==> src/cfa_pkg.sv <==
// cfa_pkg: constants and carrier types for the flash crc auto-calculation block
// assumes an 8-bit special-function-register bus on one clock
package cfa_pkg;
  // ---------------------------------------------------------------
  // register addresses
  // ---------------------------------------------------------------
  localparam logic [7:0] ADDR_CRC_CONTROL = 8'h92; // crc_control_reg, lives in the manual datapath
  localparam logic [7:0] ADDR_BIT_REVERSE = 8'h95; // bit_reverse_reg
  localparam logic [7:0] ADDR_AUTO_CONTROL = 8'h96; // auto_control_reg
  localparam logic [7:0] ADDR_SECTOR_COUNT = 8'h97; // sector_count
  // ---------------------------------------------------------------
  // field positions and reset values
  // ---------------------------------------------------------------
  localparam int AUTO_EN_BIT = 7; // auto_calc_enable
  localparam int AUTO_DONE_BIT = 6; // auto_calc_complete
  localparam int FIELD_MSB = 5; // start_sector and sector_count top bit
  localparam int INIT_BIT = 3; // result_init in crc_control_reg
  localparam int INIT_SEL_BIT = 2; // init_value_select in crc_control_reg
  localparam logic [7:0] RST_BIT_REVERSE = 8'h00;
  localparam logic [7:0] RST_AUTO_CONTROL = 8'h40;
  localparam logic [7:0] RST_SECTOR_COUNT = 8'h00;
  localparam int PAGE_SHIFT = 9; // 512-byte sectors
  // ---------------------------------------------------------------
  // carriers
  // ---------------------------------------------------------------
  typedef struct packed
  {
    logic wr; // write strobe
    logic rd; // read strobe
    logic [7:0] addr; // register address
    logic [7:0] wdata; // write data
  } cfa_sfr_req_t;
  typedef struct packed
  {
    logic valid; // byte into crc engine
    logic [7:0] data; // the byte
  } cfa_crc_byte_t;
endpackage

==> src/cfa_flash_crc.sv <==
// cfa_flash_crc: automatic flash crc sequencer, sector registers and bit-reverse byte
// assumes a one-cycle-latency flash read port and an external crc engine taking byte strobes
//
// Overview of operation
// control write with enable starts flash crc; code also requires an idle sequencer and a nonzero sector count
// complete flag low while running, high after
// cpu halted during run; reads see one
// start address is start sector times 512
// sector count six bits, top bits zero
// bit-reverse register mirrors last written byte
// result init loads zeros or ones
// flash bytes fed sequentially like manual input
`timescale 1ns/1ps
`default_nettype none
module cfa_flash_crc #(
  parameter int ADDR_W = 15 // flash byte address width
)(
  // clock and reset
  input wire logic ref_clk,
  input wire logic rstn,
  // register bus
  input wire cfa_pkg::cfa_sfr_req_t sfr_req,
  output logic [7:0] sfr_rdata,
  // cpu stall
  output logic cpu_halt,
  // flash read port
  output logic flash_rd,
  output logic [ADDR_W-1:0] flash_addr,
  input wire logic [7:0] flash_rdata,
  // crc engine feed
  output cfa_pkg::cfa_crc_byte_t crc_byte,
  output logic crc_init,
  output logic crc_init_ones
);
  // ---------------------------------------------------------------
  // state and registers
  // ---------------------------------------------------------------
  typedef enum logic [1:0] {CFA_IDLE, CFA_READ, CFA_FEED} cfa_state_t;
  cfa_state_t state_reg, state_next; // sequencer state
  logic [7:0] flip_reg; // bit_reverse_reg stores mirrored byte
  logic auto_en_reg; // auto_calc_enable
  logic [5:0] start_reg; // start_sector
  logic [5:0] count_reg; // sector_count
  logic [ADDR_W-1:0] addr_reg, addr_next; // running flash address
  logic [ADDR_W-1:0] end_reg; // last address of region
  logic [7:0] rdata_reg; // read data
  logic halt_reg; // cpu stall
  logic rd_reg; // flash read
  cfa_pkg::cfa_crc_byte_t byte_reg; // crc feed
  logic init_reg, init_ones_reg; // result init pulse
  // ---------------------------------------------------------------
  // decode
  // ---------------------------------------------------------------
  wire wr_ctl = sfr_req.wr && sfr_req.addr == cfa_pkg::ADDR_CRC_CONTROL;
  wire wr_flip = sfr_req.wr && sfr_req.addr == cfa_pkg::ADDR_BIT_REVERSE;
  wire wr_auto = sfr_req.wr && sfr_req.addr == cfa_pkg::ADDR_AUTO_CONTROL;
  wire wr_cnt = sfr_req.wr && sfr_req.addr == cfa_pkg::ADDR_SECTOR_COUNT;
  wire running = state_reg != CFA_IDLE;
  // start on control write
  wire start = wr_ctl && auto_en_reg && !running && count_reg != 6'h00;
  // region base
  wire [ADDR_W-1:0] base_addr = ADDR_W'(start_reg) << cfa_pkg::PAGE_SHIFT;
  wire [ADDR_W:0] end_wide = ({1'b0, base_addr} + ((ADDR_W+1)'(count_reg) << cfa_pkg::PAGE_SHIFT)) - 1'b1;
  // mirror on write
  wire [7:0] flip_in;
  genvar gi;
  generate
    for (gi = 0; gi < 8; gi++)
    begin : g_flip
      assign flip_in[gi] = sfr_req.wdata[7-gi];
    end
  endgenerate
  // done flag low while running
  wire [7:0] auto_rd = {auto_en_reg, !running, start_reg};
  // top bits read zero
  wire [7:0] rd_mux = (sfr_req.addr == cfa_pkg::ADDR_BIT_REVERSE) ? flip_reg :
                      (sfr_req.addr == cfa_pkg::ADDR_AUTO_CONTROL) ? auto_rd :
                      (sfr_req.addr == cfa_pkg::ADDR_SECTOR_COUNT) ? {2'b00, count_reg} : 8'h00;
  // ---------------------------------------------------------------
  // sequencer next state
  // ---------------------------------------------------------------
  always_comb
  begin
    state_next = state_reg;
    addr_next = addr_reg;
    case (state_reg)
      CFA_IDLE:
      begin
        // idle waits for a start
        if (start)
        begin
          state_next = CFA_READ;
          addr_next = base_addr;
        end
      end
      // sequential read
      CFA_READ: state_next = CFA_FEED;
      CFA_FEED:
      begin
        // feed byte, then next address or finish
        if (addr_reg == end_reg)
          state_next = CFA_IDLE;
        else
        begin
          state_next = CFA_READ;
          addr_next = addr_reg + 1'b1;
        end
      end
      default: state_next = CFA_IDLE;
    endcase
  end
  // ---------------------------------------------------------------
  // registers
  // ---------------------------------------------------------------
  always_ff @(posedge ref_clk or negedge rstn)
  begin
    if (!rstn)
    begin
      state_reg <= CFA_IDLE;
      addr_reg <= '0;
      end_reg <= '0;
      flip_reg <= cfa_pkg::RST_BIT_REVERSE;
      auto_en_reg <= cfa_pkg::RST_AUTO_CONTROL[cfa_pkg::AUTO_EN_BIT];
      start_reg <= cfa_pkg::RST_AUTO_CONTROL[cfa_pkg::FIELD_MSB:0];
      count_reg <= cfa_pkg::RST_SECTOR_COUNT[cfa_pkg::FIELD_MSB:0];
    end
    else
    begin
      state_reg <= state_next;
      addr_reg <= addr_next;
      if (start)
        end_reg <= end_wide[ADDR_W-1:0];
      if (wr_flip)
        flip_reg <= flip_in;
      if (wr_auto)
      begin
        auto_en_reg <= sfr_req.wdata[cfa_pkg::AUTO_EN_BIT];
        start_reg <= sfr_req.wdata[cfa_pkg::FIELD_MSB:0];
      end
      // only low six bits kept
      if (wr_cnt)
        count_reg <= sfr_req.wdata[cfa_pkg::FIELD_MSB:0];
    end
  end
  // output flops
  always_ff @(posedge ref_clk or negedge rstn)
  begin
    if (!rstn)
    begin
      rdata_reg <= 8'h00;
      halt_reg <= 1'b0;
      rd_reg <= 1'b0;
      byte_reg <= '0;
      init_reg <= 1'b0;
      init_ones_reg <= 1'b0;
    end
    else
    begin
      rdata_reg <= rd_mux;
      // halt cpu
      halt_reg <= state_next != CFA_IDLE;
      rd_reg <= state_next == CFA_READ;
      // byte like manual input
      byte_reg.valid <= state_reg == CFA_FEED;
      byte_reg.data <= flash_rdata;
      // init select
      init_reg <= wr_ctl && sfr_req.wdata[cfa_pkg::INIT_BIT];
      init_ones_reg <= sfr_req.wdata[cfa_pkg::INIT_SEL_BIT];
    end
  end
  assign sfr_rdata = rdata_reg;
  assign cpu_halt = halt_reg;
  assign flash_rd = rd_reg;
  assign flash_addr = addr_reg;
  assign crc_byte = byte_reg;
  assign crc_init = init_reg;
  assign crc_init_ones = init_ones_reg;
endmodule
`default_nettype wire

==> config.mk <==
export PLATFORM = sky130hd
export DESIGN_NAME = cfa_flash_crc
export DESIGN_NICKNAME = d
export VERILOG_FILES = /design/src/cfa_pkg.sv /design/src/cfa_flash_crc.sv
export SDC_FILE = /design/constraint.sdc
export NUM_CORES = 1
export LEC_CHECK = 0
export ABC_AREA = 1
export BUFFER_PORTS_ARGS = -buffer_cell sky130_fd_sc_hd__buf_2
export CAP_MARGIN = 20
export CORE_MARGIN = 2
export CORE_UTILIZATION = 50
export CTS_CLUSTER_DIAMETER = 60
export DETAILED_ROUTE_END_ITERATION = 10
export GPL_TIMING_DRIVEN = 0
export PLACE_DENSITY = 0.8
export SLEW_MARGIN = 10
export SYNTH_ARGS = -nofsm -noshare
export SYNTH_HDL_FRONTEND = slang
export SYNTH_SLANG_ARGS = --single-unit
==> constraint.sdc <==
create_clock -name ref_clk -period 2.3 [get_ports ref_clk]
set_input_delay 0.46 -clock ref_clk [delete_from_list [all_inputs] [get_ports ref_clk]]
set_output_delay 0.46 -clock ref_clk [all_outputs]
set_load 0.02 [all_outputs]
==> flow_summary.json, run 1 <==
{
  "fin_setup_tns_ns": 0,
  "cts_buffer_depth": 2,
  "run_status": "finished with violations",
  "htreeDepth": 3,
  "dr.pass1.iters": 8,
  "nFillCells": 575,
  "synth_edf_count": 0,
  "fin_crit_ns": 2.07,
  "initialDrtViolationCount": 171,
  "start_kind": "flip-flop",
  "leakagePower_uw": 0.00212,
  "finalWirelength_mm": 7.41,
  "largest_reg_flops": 15,
  "areaGrowthSynthToFinish_pct": 18.4,
  "path_class": "reg -> reg",
  "wl_per_cell_um": 13.3,
  "numCtsBuffers": 9,
  "crit_fanout": 3,
  "final_cell_mix": "119 x nand2_1, 67 x buf_2, 66 x dfrtp_1",
  "io_pins": 64,
  "n_antenna_cell": 0,
  "max_cap_violations": 0,
  "num_vias": 2932,
  "hold_viol": 0,
  "clkPwrFrac_pct": 42.5,
  "cts_setup_buffers": 0,
  "max_slew_margin_pct": 46.0,
  "avgSynthCellArea_sq_um": 8.33,
  "dieArea_sq_mm": 0.00736,
  "drive_gt1_share_pct": 23.4,
  "cts_resized": 0,
  "worstPathArrival_ns": 2.29,
  "ant_nets": 0,
  "maxSlewViolCount": 0,
  "syn_inst": 402,
  "drc": 4,
  "synthesis.area_sq_mm": 0.00335,
  "setup.worst_path.end_class": "flip-flop",
  "antenna_found_initial": 0,
  "grt_use_total_pct": 22.0,
  "busiest_layer": "met2",
  "finalSetupViolCount": 0,
  "insertion_delay_ns": 0.34,
  "p_switching_uw": 566,
  "seqPwrFrac_pct": 49.4,
  "cts-root-buf": "clkbuf_8",
  "synth_cell_types": 36,
  "cts_tree": "done",
  "clkSinkCount": 66,
  "synth_seq_cells": 66,
  "floorplan.rows": 29,
  "grt_pass1_vias": 2830,
  "met3_usage_pct": 5.20,
  "mappedNetlistNets": 441,
  "multiInputGateArea_sq_mm": 0.00142,
  "ys_seq_area_share_pct": 49.3,
  "hold_slack_ns": 0.198,
  "worst_pin_slew_ns": 0.810,
  "max_freq_ghz": 0.483,
  "routabilityCongestion": 0.859,
  "start_util_pct": 52.1,
  "fin_nets": 514,
  "power.share.combinational_pct": 8.1,
  "clkTransAtPathRegs_ns": 0.07,
  "die_y_um": 85.8,
  "register_area_sq_mm": 0.00165,
  "ys.flop_type": "dfrtp_1",
  "async_reset_ff_share_pct": 100,
  "ys_warn_count": 0,
  "hold_class": "in -> async",
  "final_core_util_pct": 61.7,
  "failed_checks": "DRC",
  "dpl.cell_count": 541,
  "grt_first_pass_wirelength_mm": 12.7,
  "p_int_uw": 1870,
  "fin_cells": 556,
  "grt_max_degree": 67,
  "grt_use_met1_pct": 27.1,
  "grtUsageMet2_pct": 37.6,
  "swShare_pct": 23.3,
  "cp.required_ns": 2.52,
  "gr-total-overflow": 0,
  "portBuffers": 62,
  "power_density_mw_per_mm2": 614,
  "finalCritPeriodShare_pct": 90.1,
  "final_common_cell": "nand2_1",
  "skew_ns": 0.00718,
  "hpwl_mm": 5.39,
  "coreArea_sq_mm": 0.00642,
  "hold_buffers": 0,
  "die_w_um": 85.8,
  "drt-vias-per-instance": 5.27,
  "rsz0062_at_grt": "false",
  "max-vdd-ir-drop_uv": 365
}
-- path summary, 6_finish.rpt --
| kind | cells past startpoint | slack [ns] | from | endpoint |
|---|---|---|---|---|
| min reg2reg | 1 | 0.46 | state_reg[1] | state_reg[1] |
| min | 1 | 0.20 | rstn | crc_byte[8] |
| max reg2reg | 10 | 0.23 | count_reg[1] | end_reg[14] |
| min in group ref_clk | 1 | 0.22 | flash_rdata[6] | crc_byte[6] |
| max in group asynchronous | 1 | 1.56 | rstn | flip_reg[2] |
| max | 10 | 0.23 | count_reg[1] | end_reg[14] |
-- cell usage after synthesis, types with 2 or more instances --
cell type / number / area [sq um]
a21oi_1: 2 / 10.0
a22o_1: 2 / 17.5
buf_2: 6 / 30.0
buf_6: 2 / 22.5
dfrtp_1: 66 / 1650
ha_1: 10 / 125
inv_1: 54 / 203
inv_2: 3 / 11.3
nand2_1: 119 / 447
nand2_2: 5 / 31.3
nand3_1: 39 / 195
nand3b_1: 2 / 15.0
nand4_1: 5 / 31.3
nor2_1: 18 / 67.6
nor2_2: 6 / 37.5
nor3_1: 4 / 20.0
o21ai_0: 12 / 60.1
o21ai_1: 13 / 65.1
o21ai_2: 7 / 61.3
o221ai_1: 5 / 43.8
xnor2_1: 4 / 35.0
xor2_1: 4 / 35.0
-- worst max-delay path: stages, from the launching register on --
cell and delay (ns):
dfrtp_1 0.38, inv_1 0.08, ha_1 0.29, inv_1 0.06
ha_1 0.18, inv_1 0.06, fa_1 0.39, o21ai_0 0.18
a21oi_1 0.10, xnor2_1 0.16, o21ai_1 0.07
-- power by group through the flow --
stage               logic, uW  registers [uW]  clock network, uW
finish                    197            1200               1030
global route              226            1200               1110
CTS                       201            1200               1060
detailed placement        200            1220                  0
global placement          192            1220                  0
floorplan                 110            1230                  0
-- per-stage QoR --
stage                     power (uW)  instance area (sq um)  worst slack (ns)
after floorplan                 1340                   3350             0.435
after global placement          1410                   3750             0.287
after detailed placement        1420                   3760             0.213
after CTS                       2460                   3960             0.207
after global routing            2540                   3960            0.0908
final                           2430                   3960             0.228
-- cells by family (layout without fill, tap and decap cells) --
family / count (synthesis) / in the layout / synth area share (%)
flops: 66 / 66 / 49.3
buf+inv: 67 / 144 / 8.22
simple gates: 207 / 207 / 27.9
fa+ha+maj: 11 / 11 / 4.34
xor+xnor: 8 / 8 / 2.09
compound gates: 43 / 43 / 8.11
-- layout make-up --
| cell class | instances | share of cell area [%] |
|---|---|---|
| Buffer | 9 | 1.42 |
| Clock buffer | 10 | 3.22 |
| Clock inverter | 5 | 2.02 |
| Inverter | 58 | 5.52 |
| Multi-Input combinational cell | 269 | 35.8 |
| Sequential cell | 66 | 41.7 |
| Tap cell | 77 | 2.43 |
| Timing Repair Buffer | 62 | 7.89 |
-- routing by layer --
metal | up-vias | wire length (um) | share of wire [%]
met5 | - | 0 | 0
met4 | 0 | 115 | 1.6
met3 | 10 | 433 | 5.8
met2 | 117 | 3820 | 52
met1 | 1379 | 3040 | 41
li1 | 1426 | - | -
(Power assumes the default switching activity.)
==> run 2, diff against run 1 <==
--- a/config.mk
+++ b/config.mk
@@ -5,7 +5,6 @@
 export SDC_FILE = /design/constraint.sdc
 export NUM_CORES = 1
 export LEC_CHECK = 0
-export ABC_AREA = 1
 export BUFFER_PORTS_ARGS = -buffer_cell sky130_fd_sc_hd__buf_2
 export CAP_MARGIN = 20
 export CORE_MARGIN = 2
==> flow_summary.json, run 2 <==
{
  "cts_buffer_depth": 2,
  "path_cells": "or4_4 > o311a_1 > nand2_2 > buf_4 > buf_6 > nand2_1 > o21ai_0",
  "coreArea_sq_mm": 0.00635,
  "power.share.combinational_pct": 12.2,
  "start_util_pct": 51.8,
  "grt_first_pass_wirelength_mm": 12.6,
  "max-vdd-ir-drop_uv": 334,
  "maxSlewViolCount": 0,
  "grt_max_degree": 67,
  "setup.worst_path.end_class": "flip-flop",
  "fin_nets": 428,
  "ys_seq_area_share_pct": 50.2,
  "cp.required_ns": 2.54,
  "drt-vias-per-instance": 5.61,
  "synth_commonest_cells": "66 x dfrtp_1, 26 x nand2_1, 23 x inv_1",
  "htreeDepth": 3,
  "synth_edf_count": 0,
  "seqPwrFrac_pct": 51.1,
  "crit_fanout": 10,
  "finalSetupViolCount": 0,
  "worst_pin_slew_ns": 0.818,
  "nFillCells": 526,
  "r2r_slack_ns": 0.18,
  "cts-root-buf": "clkbuf_8",
  "path_class": "reg -> reg",
  "p_int_uw": 1820,
  "swShare_pct": 26.6,
  "mappedNetlistNets": 356,
  "antenna_found_initial": 0,
  "synthesis.area_sq_mm": 0.00329,
  "portBuffers": 62,
  "clkSinkCount": 66,
  "finalWirelength_mm": 7.44,
  "synth_area_leaders": "dfrtp_1 50%, mux2_2 6.2%, ha_1 3.8%",
  "clkTransAtPathRegs_ns": 0.07,
  "largest_reg_flops": 15,
  "final_cell_mix": "66 x dfrtp_1, 65 x buf_2, 26 x nand2_1",
  "die_y_um": 85.1,
  "initialDrtViolationCount": 203,
  "p_switching_uw": 661,
  "final_common_cell": "dfrtp_1",
  "num_vias": 2631,
  "power_density_mw_per_mm2": 640,
  "areaGrowthSynthToFinish_pct": 17.9,
  "hold_viol": 0,
  "start_kind": "flip-flop",
  "max_slew_margin_pct": 45.5,
  "synth_cell_types": 49,
  "grt_pass1_vias": 2648,
  "ant_nets": 0,
  "synth_top_area_share_pct": 50.2,
  "die_w_um": 85.1,
  "async_reset_ff_share_pct": 100,
  "n_antenna_cell": 0,
  "yosysMostFrequentCell": "dfrtp_1",
  "io_pins": 64,
  "dr.pass1.iters": 4,
  "r2r-start": "count_reg[4]",
  "cts_setup_buffers": 0,
  "hold_class": "in -> async",
  "gr-total-overflow": 0,
  "max_freq_ghz": 0.472,
  "r2r-end": "end_reg[12]",
  "finalCritPeriodShare_pct": 92.1,
  "rsz0062_at_grt": "false",
  "hold_slack_ns": 0.201,
  "fin_setup_tns_ns": 0,
  "avgSynthCellArea_sq_um": 10.4,
  "wl_per_cell_um": 15.9,
  "grt_use_total_pct": 21.9,
  "crit_path_top_delay_cell": "or4_4",
  "run_status": "finished, final reports clean",
  "ys_warn_count": 0,
  "numCtsBuffers": 9,
  "worstPathArrival_ns": 2.36,
  "synth_seq_cells": 66,
  "drive_gt1_share_pct": 28.8,
  "insertion_delay_ns": 0.35,
  "cp_num_buf_inv": 2,
  "fin_crit_ns": 2.12,
  "max_cap_violations": 0,
  "syn_inst": 317,
  "routabilityCongestion": 0.896,
  "cts_tree": "done",
  "ys.flop_type": "dfrtp_1",
  "dieArea_sq_mm": 0.00724,
  "cp_top_family": "simple AND/OR/NAND/NOR gates",
  "skew_ns": 0.00601,
  "reg2reg_depth": 7,
  "leakagePower_uw": 0.00192,
  "hpwl_mm": 5.39,
  "drc": 0,
  "critPathMaxStageDelay_ns": 0.56,
  "yosys.area.top_type": "dfrtp_1",
  "floorplan.rows": 29,
  "clkPwrFrac_pct": 36.7
}
-- run 2: metal layers --
layer,global-route usage (%),wire length [um],vias up
met2,34.2,3620,62
met1,31.1,3390,1289
met4,8.51,103,0
met3,3.21,338,9
li1,-,-,1271
met5,0,0,-
-- run 2: worst max-delay path by stage --
stage	start	endpoint	slack, ns	depth (start not counted)
after global placement	sfr_req[11]	flip_reg[0]	0.07	5
after floorplan	flash_addr[4]	flash_addr[13]	0.31	7
after detailed placement	sfr_req[11]	start_reg[1]	0.004	7
after CTS	flash_addr[8]	flash_addr[13]	0.02	7
after global routing	flash_addr[5]	flash_addr[13]	0.06	7
final	count_reg[4]	end_reg[12]	0.18	7
-- run 2: cell type report --
type	count	area [sq um]	share of cell area [%]
flip-flops and latches	66	1650	42.6
repair buffers	62	313	8.07
clock buffers	10	128	3.29
well taps	77	96.3	2.48
inverters	24	90.1	2.32
plain buffers	14	68.8	1.77
multi-input cells	212	1490	38.3
clock inverters	4	45.0	1.16
-- run 2: cells by family (layout without fill, tap and decap cells) --
family          after synthesis  in the layout  synth area share [%]
compound gates               57             57                  12.8
xor+xnor                     14             14                  3.73
fa+ha+maj                    11             11                  4.41
buf+inv                      39            114                  4.95
flops                        66             66                  50.2
mux                          18             18                  6.16
simple gates                112            112                  17.7
-- run 2: power by group through the flow --
| stage | sequential, uW | combinational, uW | clock [uW] |
|---|---|---|---|
| 5_1_grt | 1270 | 343 | 969 |
| 3_5_place_dp | 1290 | 305 | 0 |
| 4_1_cts | 1260 | 307 | 919 |
| 6_report | 1270 | 304 | 910 |
| 2_1_floorplan | 1300 | 159 | 0 |
| 3_3_place_gp | 1280 | 293 | 0 |
-- run 2: timing repair --
action                     CTS  global route
setup endpoints to repair    0             8
hold buffers                 0             0
gates resized for setup      0             2
-- run 2: stage by stage --
step	cells	total power [uW]	cell area (sq um)	setup WS [ns]	util (%)
floorplan	317	1460	3290	0.311	-
global placement	456	1580	3690	0.0666	58.2
detailed placement	456	1590	3700	0.00427	58.2
CTS	470	2490	3870	0.0244	60.9
global route	469	2590	3880	0.0632	61.1
finish	469	2480	3880	0.182	61.1
